### config.mk
export PLATFORM = sky130hd
export DESIGN_NAME = wcbc_top
export DESIGN_NICKNAME = d
export VERILOG_FILES = /design/src/verilog/wcbc_pkg.sv /design/src/verilog/wcbc_top.sv /design/src/verilog/wcbc_crc8.sv /design/src/verilog/wcbc_map.sv
export VERILOG_INCLUDE_DIRS = /design/src /design/src/verilog
export SDC_FILE = /design/constraint.sdc
export NUM_CORES = 1
export LEC_CHECK = 0
export BUFFER_PORTS_ARGS = -buffer_cell sky130_fd_sc_hd__buf_2
export CORE_AREA = 2 2 182 184
export DETAILED_ROUTE_END_ITERATION = 12
export DIE_AREA = 0 0 184 186
export GPL_ROUTABILITY_DRIVEN = 0
export PLACE_DENSITY = 0.84
export SYNTH_ARGS = -nofsm -noshare
export SYNTH_HDL_FRONTEND = slang
export SYNTH_SLANG_ARGS = --single-unit
### constraint.sdc
create_clock -name MCLK_I -period 5.48 [get_ports MCLK_I]
set_input_delay 0 -clock MCLK_I [delete_from_list [all_inputs] [get_ports MCLK_I]]
set_output_delay 0 -clock MCLK_I [all_outputs]
set_load 0.03 [all_outputs]
### src/verilog/wcbc_defines.svh
// offsets, field positions, reset values and frame counts of the write crc checker
`ifndef WCBC_DEFINES_SVH
`define WCBC_DEFINES_SVH
`define WCBC_OFF_CTRL 5'h00
`define WCBC_OFF_MODE5 5'h04
`define WCBC_OFF_IRQ_STAT 5'h08
`define WCBC_OFF_IRQ_CLR 5'h0c
`define WCBC_OFF_IRQ_EN 5'h10
`define WCBC_OFF_CRC 5'h14
`define WCBC_OFF_FRAMES 5'h18
`define WCBC_MODE5_ERR_BIT 3
`define WCBC_IRQ_MISMATCH 0
`define WCBC_IRQ_DONE 1
`define WCBC_IRQ_FORMAT 2
`define WCBC_IRQ_W 3
`define WCBC_CTRL_RST 5'h00
`define WCBC_IRQ_EN_RST 3'h0
`define WCBC_LAST_BEAT 4'h9
`define WCBC_CRC_BEAT 8
`define WCBC_CRC_HI_BEAT 9
`define WCBC_CHOP_BEATS 4
`define WCBC_LANES 9
`define WCBC_TREE_W 72
`endif

### src/verilog/wcbc_pkg.sv
// types shared by the write crc checker
package wcbc_pkg;
   typedef enum logic [1:0] {
      WCBC_X4 = 2'h0,
      WCBC_X8 = 2'h1,
      WCBC_X16 = 2'h2
   } wcbc_width_t;
   // gray along idle -> receive -> check
   typedef enum logic [1:0] {
      WCBC_IDLE = 2'h0,
      WCBC_RECV = 2'h1,
      WCBC_CHECK = 2'h3
   } wcbc_state_t;
   // one transfer on the data bus: lanes 15:0 and both mask/inversion lanes
   typedef struct packed {
      logic [1:0] mask;
      logic [15:0] dq;
   } wcbc_beat_t;
   typedef struct packed {
      logic mask_en;
      wcbc_width_t width;
      logic bc4_en;
      logic crc_en;
   } wcbc_ctrl_t;
endpackage

### src/verilog/wcbc_top.sv
// write crc checker for four-beat burst chop frames, avalon-mm register slave
//
// Contract
// - With write crc and four-beat burst chop on, A2 chooses which half of each lane slot holds the data.
// - An x4 device feeds 16 real bits to the tree and every other input is one.
// - With A2 set, each lane's beats land on the upper four inputs of that lane's slot.
// - An x8 device feeds 36 real bits: four beats of eight data lanes and of the mask lane.
// - On x8 with A2 clear, inputs 67:64 take the mask lane when mask or inversion is on, else one.
// - On x8 with A2 set, inputs 71:68 take the mask lane when mask or inversion is on, else one.
// - The x8 frame has ones in beats 4 to 7 and 9, crc bit n on lane n in beat 8, one on the mask lane.
// - The x4 frame has ones in beats 4 to 7, crc bit n in beat 8 and bit n+4 in beat 9 on lane n.
// - An x16 device has two identical trees, one per byte, 36 real inputs each.
// - The lower mask lane feeds 67:64 with A2 clear and 71:68 with A2 set, if enabled, else ones.
// - With A2 clear the upper mask lane feeds 139:136 if enabled, else ones.
// - With A2 set the upper mask lane feeds 143:140 if enabled, else ones.
// - The x16 frame carries crc bits 8 to 15 on lanes 8 to 15 in beat 8, ones elsewhere after beat 3.
// - Each tree forms an 8-bit crc with x^8+x^2+x+1 over 72 inputs from a zero start.
// - The tree input stream starts with input 71.
// - A mismatch sets bit 3 of mode register five, which stays set until a mode register write clears it.
//
// The implementer's own choices: the register addresses and register access over Avalon-MM.
`timescale 1ns/10ps
`include "wcbc_defines.svh"
module wcbc_top (
   input wire logic MCLK_I,
   input wire logic SYS_RST_I,
   input wire logic [4:0] AVS_ADDRESS_I,
   input wire logic AVS_READ_I,
   input wire logic AVS_WRITE_I,
   input wire logic [31:0] AVS_WRITEDATA_I,
   input wire logic [3:0] AVS_BYTEENABLE_I,
   output logic [31:0] AVS_READDATA_O,
   output logic AVS_WAITREQUEST_O,
   input wire logic WR_VALID_I,
   input wire logic WR_FIRST_I,
   input wire logic WR_A2_I,
   input wcbc_pkg::wcbc_beat_t WR_BEAT_I,
   output logic CRC_ERR_O,
   output logic IRQ_O
);
   import wcbc_pkg::*;

   ////////////////////////////////////////////////////////////////////////////
   // state
   // gray-coded states keep the idle-receive-check path one bit per step
   wcbc_ctrl_t ctrl_ff;
   wcbc_state_t state_ff;
   wcbc_state_t nxt_state;
   logic [3:0] cnt_ff;
   logic [3:0] nxt_cnt;
   wcbc_beat_t [9:0] beats_ff;
   logic a2_ff;
   logic err_ff;
   logic nxt_err;
   logic [`WCBC_IRQ_W-1:0] irq_stat_ff;
   logic [`WCBC_IRQ_W-1:0] irq_en_ff;
   logic [`WCBC_IRQ_W-1:0] nxt_irq_stat;
   logic irq_ff;
   logic [15:0] crc_calc_ff;
   logic [15:0] crc_rx_ff;
   logic [15:0] frames_ff;
   logic wait_ff;
   logic [31:0] rdata_ff;

   ////////////////////////////////////////////////////////////////////////////
   // frame capture
   // a beat is stored on a frame start in idle or while receiving; the check cycle ignores the bus
   wire logic start_frame = WR_VALID_I && WR_FIRST_I && ctrl_ff.crc_en;
   wire logic take_beat = (state_ff == WCBC_IDLE) ? start_frame : (state_ff == WCBC_RECV) && WR_VALID_I;
   wire logic [3:0] beat_idx = (state_ff == WCBC_IDLE || WR_FIRST_I) ? 4'h0 : cnt_ff;
   wire logic last_beat = take_beat && (beat_idx == `WCBC_LAST_BEAT);

   always_comb begin
      nxt_state = state_ff;
      nxt_cnt = cnt_ff;
      case (state_ff)
         WCBC_IDLE: begin
            if (start_frame) begin
               nxt_state = WCBC_RECV;
               nxt_cnt = 4'h1;
            end
         end
         WCBC_RECV: begin
            // a fresh first beat restarts the frame, a partial one is dropped
            if (take_beat) begin
               nxt_cnt = beat_idx + 4'h1;
            end
            if (last_beat) begin
               nxt_state = WCBC_CHECK;
            end
         end
         WCBC_CHECK: begin
            nxt_state = WCBC_IDLE;
            nxt_cnt = 4'h0;
         end
         default: begin
            nxt_state = WCBC_IDLE;
            nxt_cnt = 4'h0;
         end
      endcase
   end

   always_ff @(posedge MCLK_I) begin
      if (SYS_RST_I) begin
         state_ff <= WCBC_IDLE;
         cnt_ff <= 4'h0;
         a2_ff <= 1'b0;
      end else begin
         state_ff <= nxt_state;
         cnt_ff <= nxt_cnt;
         if (take_beat && beat_idx == 4'h0)
            a2_ff <= WR_A2_I;
      end
   end

   always_ff @(posedge MCLK_I) begin
      if (SYS_RST_I)
         beats_ff <= '1;
      else if (take_beat)
         beats_ff[beat_idx] <= WR_BEAT_I;
   end

   ////////////////////////////////////////////////////////////////////////////
   // tree inputs and crc trees
   logic [71:0] tree_lo;
   logic [71:0] tree_hi;
   logic [7:0] crc_lo;
   logic [7:0] crc_hi;

   // lower byte mapping, mask lane at 67:64 or 71:68
   wcbc_map #(.UPPER(1'b0)) u_map_lo (
      .beats_i(beats_ff),
      .a2_i(a2_ff),
      .bc4_i(ctrl_ff.bc4_en),
      .width_i(ctrl_ff.width),
      .mask_en_i(ctrl_ff.mask_en),
      .tree_o(tree_lo)
   );

   // upper byte mapping, mask lane at 139:136 or 143:140
   wcbc_map #(.UPPER(1'b1)) u_map_hi (
      .beats_i(beats_ff),
      .a2_i(a2_ff),
      .bc4_i(ctrl_ff.bc4_en),
      .width_i(ctrl_ff.width),
      .mask_en_i(ctrl_ff.mask_en),
      .tree_o(tree_hi)
   );

   wcbc_crc8 u_crc_lo (
      .tree_i(tree_lo),
      .crc_o(crc_lo)
   );

   // limitation: the upper tree also runs for x4 and x8; there its result is recorded but never compared
   // second identical tree
   wcbc_crc8 u_crc_hi (
      .tree_i(tree_hi),
      .crc_o(crc_hi)
   );

   ////////////////////////////////////////////////////////////////////////////
   // received crc and frame shape
   // width picks lanes
   wire logic is_x4 = (ctrl_ff.width == WCBC_X4);
   wire logic is_x16 = (ctrl_ff.width == WCBC_X16);

   // x4 crc split over beats 8 and 9
   wire logic [7:0] rx_lo = is_x4 ?
      {beats_ff[`WCBC_CRC_HI_BEAT].dq[3:0], beats_ff[`WCBC_CRC_BEAT].dq[3:0]} : beats_ff[`WCBC_CRC_BEAT].dq[7:0];
   // upper crc on lanes 8 to 15
   wire logic [7:0] rx_hi = beats_ff[`WCBC_CRC_BEAT].dq[15:8];

   // filler beats must be ones on every lane that the width uses
   function automatic logic filler_bad(input wcbc_beat_t [9:0] b, input wcbc_width_t w, input logic bc4);
      logic [17:0] used;
      logic bad;
      used = (w == WCBC_X4) ? 18'h0000f : (w == WCBC_X8) ? 18'h100ff : 18'h3ffff;
      bad = 1'b0;
      for (int k = `WCBC_CHOP_BEATS; k < 8; k++)
         bad = bad | (bc4 && ((~b[k] & used) != 18'h0));
      if (w != WCBC_X4) begin
         bad = bad | ((~b[`WCBC_CRC_HI_BEAT] & used) != 18'h0);
         bad = bad | ((~b[`WCBC_CRC_BEAT].mask & used[17:16]) != 2'h0);
      end
      return bad;
   endfunction

   // ones after data and beside crc
   wire logic shape_bad = filler_bad(beats_ff, ctrl_ff.width, ctrl_ff.bc4_en);
   wire logic mismatch = (crc_lo != rx_lo) || (is_x16 && (crc_hi != rx_hi));
   wire logic checking = (state_ff == WCBC_CHECK);
   wire logic [15:0] crc_local = {crc_hi, crc_lo};
   wire logic [15:0] crc_recv = {rx_hi, rx_lo};

   ////////////////////////////////////////////////////////////////////////////
   // register bus
   wire logic req = AVS_READ_I || AVS_WRITE_I;
   wire logic wr_go = AVS_WRITE_I && !wait_ff;
   wire logic lo_be = AVS_BYTEENABLE_I[0];
   wire logic wr_ctrl = wr_go && lo_be && (AVS_ADDRESS_I == `WCBC_OFF_CTRL);
   wire logic wr_mode5 = wr_go && lo_be && (AVS_ADDRESS_I == `WCBC_OFF_MODE5);
   wire logic wr_clr = wr_go && lo_be && (AVS_ADDRESS_I == `WCBC_OFF_IRQ_CLR);
   wire logic wr_en = wr_go && lo_be && (AVS_ADDRESS_I == `WCBC_OFF_IRQ_EN);

   function automatic logic [31:0] rd_sel(input logic [4:0] a, input wcbc_ctrl_t c, input logic e,
                                          input logic [2:0] st, input logic [2:0] en,
                                          input logic [15:0] cc, input logic [15:0] cr,
                                          input logic [15:0] fr);
      logic [31:0] r;
      r = 32'h0;
      case (a)
         `WCBC_OFF_CTRL: r = {27'h0, c};
         `WCBC_OFF_MODE5: r = {28'h0, e, 3'h0};
         `WCBC_OFF_IRQ_STAT: r = {29'h0, st};
         `WCBC_OFF_IRQ_EN: r = {29'h0, en};
         `WCBC_OFF_CRC: r = {cr, cc};
         `WCBC_OFF_FRAMES: r = {16'h0, fr};
         default: r = 32'h0;
      endcase
      return r;
   endfunction

   wire logic [31:0] rd_mux = rd_sel(AVS_ADDRESS_I, ctrl_ff, err_ff, irq_stat_ff, irq_en_ff,
                                     crc_calc_ff, crc_rx_ff, frames_ff);

   // one wait cycle: waitrequest drops on the cycle after the request appears
   always_ff @(posedge MCLK_I) begin
      if (SYS_RST_I) begin
         wait_ff <= 1'b1;
         rdata_ff <= 32'h0;
      end else begin
         wait_ff <= !(req && wait_ff);
         if (AVS_READ_I && wait_ff)
            rdata_ff <= rd_mux;
      end
   end

   always_ff @(posedge MCLK_I) begin
      if (SYS_RST_I) begin
         ctrl_ff <= `WCBC_CTRL_RST;
         irq_en_ff <= `WCBC_IRQ_EN_RST;
      end else begin
         if (wr_ctrl)
            ctrl_ff <= AVS_WRITEDATA_I[4:0];
         if (wr_en)
            irq_en_ff <= AVS_WRITEDATA_I[`WCBC_IRQ_W-1:0];
      end
   end

   ////////////////////////////////////////////////////////////////////////////
   // error flag, results and interrupts
   wire logic ev_mis = checking && mismatch;
   wire logic ev_done = checking;
   // shape only flags; the error bit stays a pure crc verdict
   wire logic ev_shape = checking && ctrl_ff.bc4_en && shape_bad;
   wire logic [`WCBC_IRQ_W-1:0] events = {ev_shape, ev_done, ev_mis};
   // a mode five write with the error bit clear is the only way out
   wire logic err_clr = wr_mode5 && !AVS_WRITEDATA_I[`WCBC_MODE5_ERR_BIT];
   wire logic [`WCBC_IRQ_W-1:0] clr_bits = wr_clr ? AVS_WRITEDATA_I[`WCBC_IRQ_W-1:0] : '0;

   assign nxt_err = ev_mis || (err_ff && !err_clr);
   // a new event wins over a clear in the same cycle
   assign nxt_irq_stat = (irq_stat_ff & ~clr_bits) | events;

   // the irq flop looks at next status so it rises together with the status bit

   always_ff @(posedge MCLK_I) begin
      if (SYS_RST_I) begin
         err_ff <= 1'b0;
         irq_stat_ff <= '0;
         irq_ff <= 1'b0;
      end else begin
         err_ff <= nxt_err;
         irq_stat_ff <= nxt_irq_stat;
         irq_ff <= |(nxt_irq_stat & irq_en_ff);
      end
   end

   // results kept for software; frame count wraps
   always_ff @(posedge MCLK_I) begin
      if (SYS_RST_I) begin
         crc_calc_ff <= 16'h0;
         crc_rx_ff <= 16'h0;
         frames_ff <= 16'h0;
      end else if (checking) begin
         crc_calc_ff <= crc_local;
         crc_rx_ff <= crc_recv;
         frames_ff <= frames_ff + 16'h1;
      end
   end

   assign AVS_WAITREQUEST_O = wait_ff;
   assign AVS_READDATA_O = rdata_ff;
   assign CRC_ERR_O = err_ff;
   assign IRQ_O = irq_ff;
endmodule // wcbc_top

### src/verilog/wcbc_crc8.sv
// one 8-bit crc tree over 72 inputs
`timescale 1ns/10ps
module wcbc_crc8 (
   input wire logic [71:0] tree_i,
   output logic [7:0] crc_o
);
   // serial form of x^8+x^2+x+1; the tree collapses it to xor gates
   function automatic logic [7:0] crc_calc(input logic [71:0] d);
      logic [7:0] c;
      logic fb;
      c = 8'h00;
      fb = 1'b0;
      for (int i = 71; i >= 0; i--) begin
         fb = c[7] ^ d[i];
         c = {c[6:0], 1'b0} ^ (fb ? 8'h07 : 8'h00);
      end
      return c;
   endfunction

   assign crc_o = crc_calc(tree_i);
endmodule // wcbc_crc8

### src/verilog/wcbc_map.sv
// maps one byte's captured frame onto the 72 tree inputs
`timescale 1ns/10ps
`include "wcbc_defines.svh"
module wcbc_map #(
   parameter bit UPPER = 1'b0
) (
   input wcbc_pkg::wcbc_beat_t [9:0] beats_i,
   input wire logic a2_i,
   input wire logic bc4_i,
   input wcbc_pkg::wcbc_width_t width_i,
   input wire logic mask_en_i,
   output logic [71:0] tree_o
);
   import wcbc_pkg::*;

   function automatic logic [71:0] map_tree(input wcbc_beat_t [9:0] b, input logic a2,
                                             input logic bc4, input wcbc_width_t w,
                                             input logic men);
      logic [71:0] d;
      logic live;
      logic v;
      int base;
      d = '1;
      live = 1'b0;
      v = 1'b0;
      base = 0;
      for (int ln = 0; ln < `WCBC_LANES; ln++) begin
         // x4 uses four lanes only; the mask lane counts only when mask or inversion is on
         // lane count per width
         if (ln == 8)
            live = men && (w != WCBC_X4);
         else
            live = (w != WCBC_X4) || (ln < 4);
         for (int k = 0; k < 8; k++) begin
            // lane index folded so the unused branch never points past the bus
            v = (ln == 8) ? b[k].mask[UPPER] : b[k].dq[(UPPER ? 8 : 0) + (ln % 8)];
            base = (bc4 && a2) ? ln * 8 + 4 : ln * 8;
            if (live && (!bc4 || k < `WCBC_CHOP_BEATS))
               d[base + k] = v;
         end
      end
      return d;
   endfunction

   assign tree_o = map_tree(beats_i, a2_i, bc4_i, width_i, mask_en_i);
endmodule // wcbc_map

# [Word-level counts from Yosys, hierarchy flattened]
# Index checks and enable logic that the tools add are counted.
[totals] ff_bits=281 ramBits=0 output_inout_bits=35 romBits=0 mem_count=0 latch_bits=0
[op_classes] magnitude_cmp=146 div=0 mux=568 eq_ne=16 n_bitwise=308 multipliers=0 reduce_logical=123 shift=0 addsub=65
[op_table] op="72-bit bitwise mux" count=142
[op_table] op="72-bit two-way mux" count=112
[op_table] op="32-bit by 1-bit greater-or-equal comparator with 1-bit output (second input constant)" count=71
[op_table] op="32-bit by 9-bit less-than comparator with 1-bit output (second input constant)" count=71
[op_table] op="8-bit XOR" count=140
[op_table] op="32-bit by 4-bit adder with 32-bit output (second input constant)" count=34
[op_table] op="32-bit by 3-bit adder with 32-bit output (second input constant)" count=17
[op_table] op="1-bit demux with 7-bit select" count=72
[op_table] op="3-bit two-way mux" count=154
[op_table] op="32-bit by 2-bit adder with 32-bit output (second input constant)" count=9
[op_table] op="32-bit case mux with 6 select lines" count=1
[op_table] op="180-bit bitwise mux" count=1
[op_table] op="72-bit OR" count=2
[op_table] op="1-bit XOR" count=140
[op_table] op="1-bit logical AND" count=100
[op_table] op="18-bit AND" count=5
[op_table] op="18-bit NOT" count=5
[op_table] op="18-bit nonzero test" count=5
[op_table] op="1-bit two-way mux" count=74
[op_table] op="18-bit demux with 4-bit select" count=1
[op_table] op="72-bit NOT" count=1
[op_table] op="18-bit two-way mux" count=3
[op_table] op="16-bit by 1-bit adder with 16-bit output (second input constant)" count=1
[op_table] op="7-bit by 3-bit adder with 8-bit output (second input constant)" count=2
[op_table] op="other kinds (35)" count=63

# [Depth between registers and ports, before layout]
[depth] ltp_word=355 mapped_depth=26

# [Hierarchy]
# A second synthesis with hierarchy kept.
[hier_totals] hier_cells=2027 area_unflattened_um2=17604.4
[modules_own_cells] module="wcbc_top" seq_area_each_um2=5625.4 cells_each=1373 area_each_um2=10989.3 n_inst=1
[modules_own_cells] module="wcbc_crc8" seq_area_each_um2=0.0 cells_each=171 area_each_um2=2412.3 n_inst=2
[modules_own_cells] module="wcbc_map at u_map_hi" seq_area_each_um2=0.0 cells_each=152 area_each_um2=908.4 n_inst=1
[modules_own_cells] module="wcbc_map at u_map_lo" seq_area_each_um2=0.0 cells_each=160 area_each_um2=882.1 n_inst=1

# [Worst setup path before layout]
# Ideal clock, no wire load.
[synth_timing] path_type="reg2reg" start="register ctrl_ff[2] in the netlist's numbering" end="register irq_ff, in the netlist IRQ_O" path_buffers=2 path_slack_ps=18 arrival_time_ps=5329 setup_time_ps=132 stages_incl_launch_ff=21 t_required_ps=5348 cell_sequence="dfxtp_1 -> buf_4 -> or2_1 -> buf_2 -> o21ai_1 -> xor2_2 -> xor2_2 -> xnor3_1 -> xor2_2 -> xnor3_2 -> xor2_2 -> xnor3_1 -> xnor3_1 -> xnor3_2 -> xor3_1 -> or3_1 -> a211oi_2 -> a31o_2 -> a31oi_1 -> o21ai_1 -> a21oi_1"
[synth_between] elab_chain_len=182 word_cells_on_any_way=627 cone_classes="4 x eq/ne; 306 x mux; 297 x bitwise; 20 x reduce/logical"
[synth_rtl] item="start: declaration" line_no="wcbc_top.sv:46" source="wcbc_ctrl_t ctrl_ff;"
[synth_rtl] item="start signal: assignment" line_no="wcbc_top.sv:241" source="ctrl_ff <= `WCBC_CTRL_RST;"
[synth_rtl] item="start signal: assignment" line_no="wcbc_top.sv:245" source="ctrl_ff <= AVS_WRITEDATA_I[4:0];"
[synth_rtl] item="2-bit nonzero test"
[synth_rtl] item="72-bit two-way mux" line_no="wcbc_map.sv:38" source="if (live && (!bc4 || k < `WCBC_CHOP_BEATS))"
[synth_rtl] item="72-bit bitwise mux" line_no="wcbc_map.sv:39" source="d[base + k] = v;"
[synth_rtl] item="72-bit two-way mux" line_no="wcbc_map.sv:38"
[synth_rtl] item="72-bit bitwise mux" line_no="wcbc_map.sv:39"
[synth_rtl] item="72-bit two-way mux" line_no="wcbc_map.sv:38"
[synth_rtl] item="72-bit bitwise mux" line_no="wcbc_map.sv:39"
[synth_rtl] item="72-bit two-way mux" line_no="wcbc_map.sv:38"
[synth_rtl] item="[... 166 more ...]"
[synth_rtl] item="8-bit by 3-bit XOR with 8-bit output" line_no="wcbc_crc8.sv:15" source="c = {c[6:0], 1'b0} ^ (fb ? 8'h07 : 8'h00);"
[synth_rtl] item="8-bit != test" line_no="wcbc_top.sv:191" source="wire logic mismatch = (crc_lo != rx_lo) || (is_x16 && (crc_hi != rx_hi));"
[synth_rtl] item="1-bit logical AND" line_no="wcbc_top.sv:191"
[synth_rtl] item="1-bit logical OR" line_no="wcbc_top.sv:191"
[synth_rtl] item="1-bit logical AND" line_no="wcbc_top.sv:253" source="wire logic ev_mis = checking && mismatch;"
[synth_rtl] item="3-bit OR (*)" line_no="wcbc_top.sv:264" source="assign nxt_irq_stat = (irq_stat_ff & ~clr_bits) | events;"
[synth_rtl] item="3-bit AND (*)" line_no="wcbc_top.sv:276" source="irq_ff <= |(nxt_irq_stat & irq_en_ff);"
[synth_rtl] item="3-bit OR reduction (*)" line_no="wcbc_top.sv:276"
[synth_rtl] item="end signal: assignment" line_no="wcbc_top.sv:276"
[synth_rtl] item="end: declaration" line_no="wcbc_top.sv:58" source="logic irq_ff;"
# Mark *: on every way between the ends. The rest lies on a longest branch, timed or not.
# A chain may end at the register's enable or synchronous reset.

# [Worst setup path after layout]
[layout_timing] start="register ctrl_ff[1] in the netlist's numbering" end="register err_ff, in the netlist CRC_ERR_O"
[layout_between] elab_chain_len=235 word_cells_on_any_way=1127 cone_classes="63 x add/sub; 144 x order compare; 2 x eq/ne; 551 x mux; 287 x bitwise; 80 x reduce/logical"
[layout_rtl] item="branches (longest 232 deep; another with 32-bit by 2-bit adder with 32-bit output)"
[layout_rtl] item="1-bit logical OR (*)" line_no="wcbc_top.sv:191"
[layout_rtl] item="1-bit logical AND (*)" line_no="wcbc_top.sv:253"
[layout_rtl] item="1-bit logical OR (*)" line_no="wcbc_top.sv:262" source="assign nxt_err = ev_mis || (err_ff && !err_clr);"
[layout_rtl] item="end signal: assignment" line_no="wcbc_top.sv:274" source="err_ff <= nxt_err;"
[layout_rtl] item="end: declaration" line_no="wcbc_top.sv:53" source="logic err_ff;"
# Mark *: on every way between the ends.

==> flow_metrics.py <==
metrics = {
    "run_status": {
        "status": "complete, but fails checks",
        "failed_checks": "negative setup slack",
    },
    "final_layout": {
        "fill_cells": 2293,
        "final_cell_area_sq_um": 21400,
        "fin_nets": 2374,
        "drive_gt1_share_pct": 19.1,
        "diodes": 0,
        "final-instance-count-excl-fill": 2733,
        "area_delta_synth_final_pct": 20.7,
    },
    "sta": {
        "slew_violations": 0,
        "rsz0062_at_grt": "yes",
        "tightest_slew_ns": 1.35,
        "clock_skew_ns": 0.0123,
        "finalCritPeriodShare_pct": 109,
        "clock.fmax_ghz": 0.168,
        "hold_viol_final": 0,
        "setup_violations": 4,
        "setup_slack_ns": -0.475,
        "period_minus_slack_ns": 5.96,
        "slew_headroom_pct": 9.75,
    },
    "clock_network": {
        "cts_root_buf": "clkbuf_16",
        "clkTransAtPathRegs_ns": 0.06,
        "cts_tree": "built",
        "cts_max_path_buffers": 3,
        "clock_latency_ns": 0.57,
        "h-tree-depth": 1,
        "numCtsBuffers": 28,
        "cts_sinks": 281,
    },
    "route": {
        "viasPerCell": 6.22,
        "wl_per_cell_um": 21.8,
        "drc": 0,
        "routed_wirelength_mm": 59.6,
        "dr.pass1.iters": 6,
        "drt_first_iter_violations": 2535,
        "ant_nets": 0,
        "num_vias": 16992,
    },
    "synth": {
        "seq_area_frac_synth_pct": 31.7,
        "synth.avg_cell_area_sq_um": 8.39,
        "synthTopCellsByArea": "dfxtp_1 (32%), xnor2_1 (11%), nand2_1 (9.2%)",
        "synthTopCellsByCount": "nand2_1 (437), dfxtp_1 (281), xnor2_1 (214)",
        "synth_area_sq_um": 17800,
        "async_flop_share_pct": 0,
        "synth-main-ff-cell": "dfxtp_1",
        "synth_edf_count": 0,
        "netlist.area_leader.share_pct": 31.7,
        "ys.warnings.count": 0,
        "ys_seq_elements": 281,
        "syn_nets": 2189,
        "synth_cells": 2118,
        "synth.most_common_cell": "nand2_1",
        "synth_area_leader_cell": "dfxtp_1",
        "synth.distinct_cells": 75,
    },
    "setup_path": {
        "arrival_ns": 6.35,
        "worst_ep_required_time_ns": 5.87,
        "worstPathMaxFanout": 7,
        "cp-start-kind": "flip-flop",
        "cpLargestDelayFamily": "XOR/XNOR gates",
        "cp_num_buf_inv": 5,
        "path_class": "flip-flop to flip-flop",
        "cp_common_cell": "xnor2_2",
        "cp_cell_sequence": "buf_6 > buf_6 > o32ai_4 > xor2_2 > buf_4 > xnor3_2 > buf_4 > xnor2_2 > xnor2_2 > buf_4 > xnor3_1 > xnor2_2 > xnor3_1 > xnor2_2 > xnor2_1 > xnor3_2 > xnor2_2 > or3_4 > a211oi_4 > a31oi_4 > a21oi_2 > nor2_1",
        "worstSetupEndpointType": "flip-flop",
        "crit_slowest_cell": "xnor3_2",
        "slowest_delay_ns": 0.45,
    },
    "global_route": {
        "grt_pass1_vias": 16418,
        "grt_use_total_pct": 32.4,
        "grt_pass1_wl_mm": 87.3,
        "grt_start_max_net_pins": 113,
        "antenna_found_initial": 0,
        "grt_overflow": 0,
    },
    "place": {
        "portBuffers": 70,
        "dpl.hpwl_mm": 38.5,
        "dp.cells": 2624,
        "placed_cell_area_sq_um": 19400,
    },
    "power_and_ir_drop": {
        "power_frac_clock_pct": 48.7,
        "p_leak_uw": 0.00939,
        "swShare_pct": 23.2,
        "ir_drop_mv": 0.290,
        "p_total_uw": 4240,
        "seqPwrFrac_pct": 48.2,
        "internal-power_uw": 3260,
        "switchingPower_uw": 983,
        "pwr-share-comb_pct": 3.2,
        "power_density_nw_per_um2": 198,
    },
    "die": {
        "initial_utilization_pct": 55.2,
        "design.die.area_sq_um": 34200,
        "fp-row-count": 66,
        "die_h_um": 186,
        "fp.dieW_um": 184,
        "ios": 101,
        "core_sq_um": 32200,
    },
    "hold_path": {
        "hp-class": "input pin to flip-flop",
    },
    "run": {
        "maxCapViolCount": 0,
    },
}
[registers in the layout (all words and copies together), names as in the netlist]
signal / count
cnt_ff: 4
irq_en_ff: 3
frames_ff: 16
AVS_WAITREQUEST_O: 1
IRQ_O: 1
AVS_READDATA_O: 32
a2_ff: 1
irq_stat_ff: 3
crc_rx_ff: 16
beats_ff: 180
ctrl_ff: 5
state_ff: 2
crc_calc_ff: 16
CRC_ERR_O: 1
[power by group through the flow]
stage | clock, uW | sequential (uW) | combinational (uW)
CTS | 2070 | 2040 | 126
finish | 2060 | 2040 | 135
global placement | 0 | 2090 | 106
global route | 2140 | 2040 | 139
floorplan | 0 | 2090 | 67.5
detailed placement | 0 | 2090 | 108
[worst paths after layout]
kind	from	endpoint	slack, ns	depth (start not counted)
max	ctrl_ff[1]	CRC_ERR_O	-0.48	22
max reg2reg	ctrl_ff[1]	CRC_ERR_O	-0.48	22
min reg2reg	AVS_READDATA_O[26]	AVS_READDATA_O[26]	0.45	2
min	SYS_RST_I	beats_ff[37]	0.14	3
[worst min-delay path: cells and delay by family]
kind          cells  cell delay [ns]
buf+inv           2             0.45
simple gates      1             0.16
[cell usage in the layout (no fill, tap or decap), drive strengths merged, types with 59 or more instances in the layout]
| master | synthesis | layout |
|---|---|---|
| a21oi | 85 | 85 |
| buf | 34 | 270 |
| dfxtp | 281 | 281 |
| mux2i | 59 | 59 |
| nand2 | 437 | 437 |
| nand3 | 171 | 171 |
| nor2 | 173 | 173 |
| o21ai | 71 | 71 |
| xnor2 | 230 | 230 |
| xnor3 | 72 | 72 |
| xor2 | 88 | 88 |
[layout make-up]
cell class              count  area [sq um]  area share (%)
flip-flops and latches    281          5640            26.3
clock inverters            20           240            1.12
multi-input cells        1668         12000            55.7
repair buffers            302          2280            10.6
clock buffers              32           747            3.48
well taps                 408           510            2.38
inverters                  22          88.8           0.414
[layer usage]
metal / track usage [%] / wire, um / share of wire [%] / up-vias
li1: - / - / - / 7474
met1: 39.3 / 21300 / 36 / 7898
met2: 53.6 / 27200 / 46 / 1267
met3: 7.06 / 6910 / 12 / 353
met4: 18.0 / 4130 / 6.9 / 0
met5: 0 / 0 / 0 / -
[per-stage QoR]
| step | util [%] | hold WS [ns] | setup slack [ns] | setup TNS [ns] |
|---|---|---|---|---|
| finish | 66.6 | 0.138 | -0.475 | -1.37 |
| global route | 66.6 | 0.151 | -0.616 | -2.26 |
| CTS | 65.1 | 0.0513 | -0.0735 | -0.0909 |
| detailed placement | 60.2 | 0.241 | -0.307 | -0.800 |
| global placement | 60.2 | 0.237 | -0.0610 | -0.0710 |
| floorplan | - | 0.116 | 0.0185 | 0 |
[kinds of logic after synthesis]
logic type / Yosys count / share of synthesized area, %
compound gates: 263 / 9.41
xor+xnor: 403 / 27.6
mux: 62 / 3.51
buf+inv: 169 / 3.98
flops: 281 / 31.7
simple gates: 935 / 23.5
fa+ha+maj: 5 / 0.352
[what timing repair did]
item                                    4_1_cts  5_1_grt
pin swaps                                    10       31
cloned                                        0        0
hold buffers                                 32        0
hold endpoints to repair                    202        0
resized for setup                            43       53
setup buffers                                 3       22
endpoints found under the setup margin        3        6
Note: power is estimated with default switching activity, not from simulation.
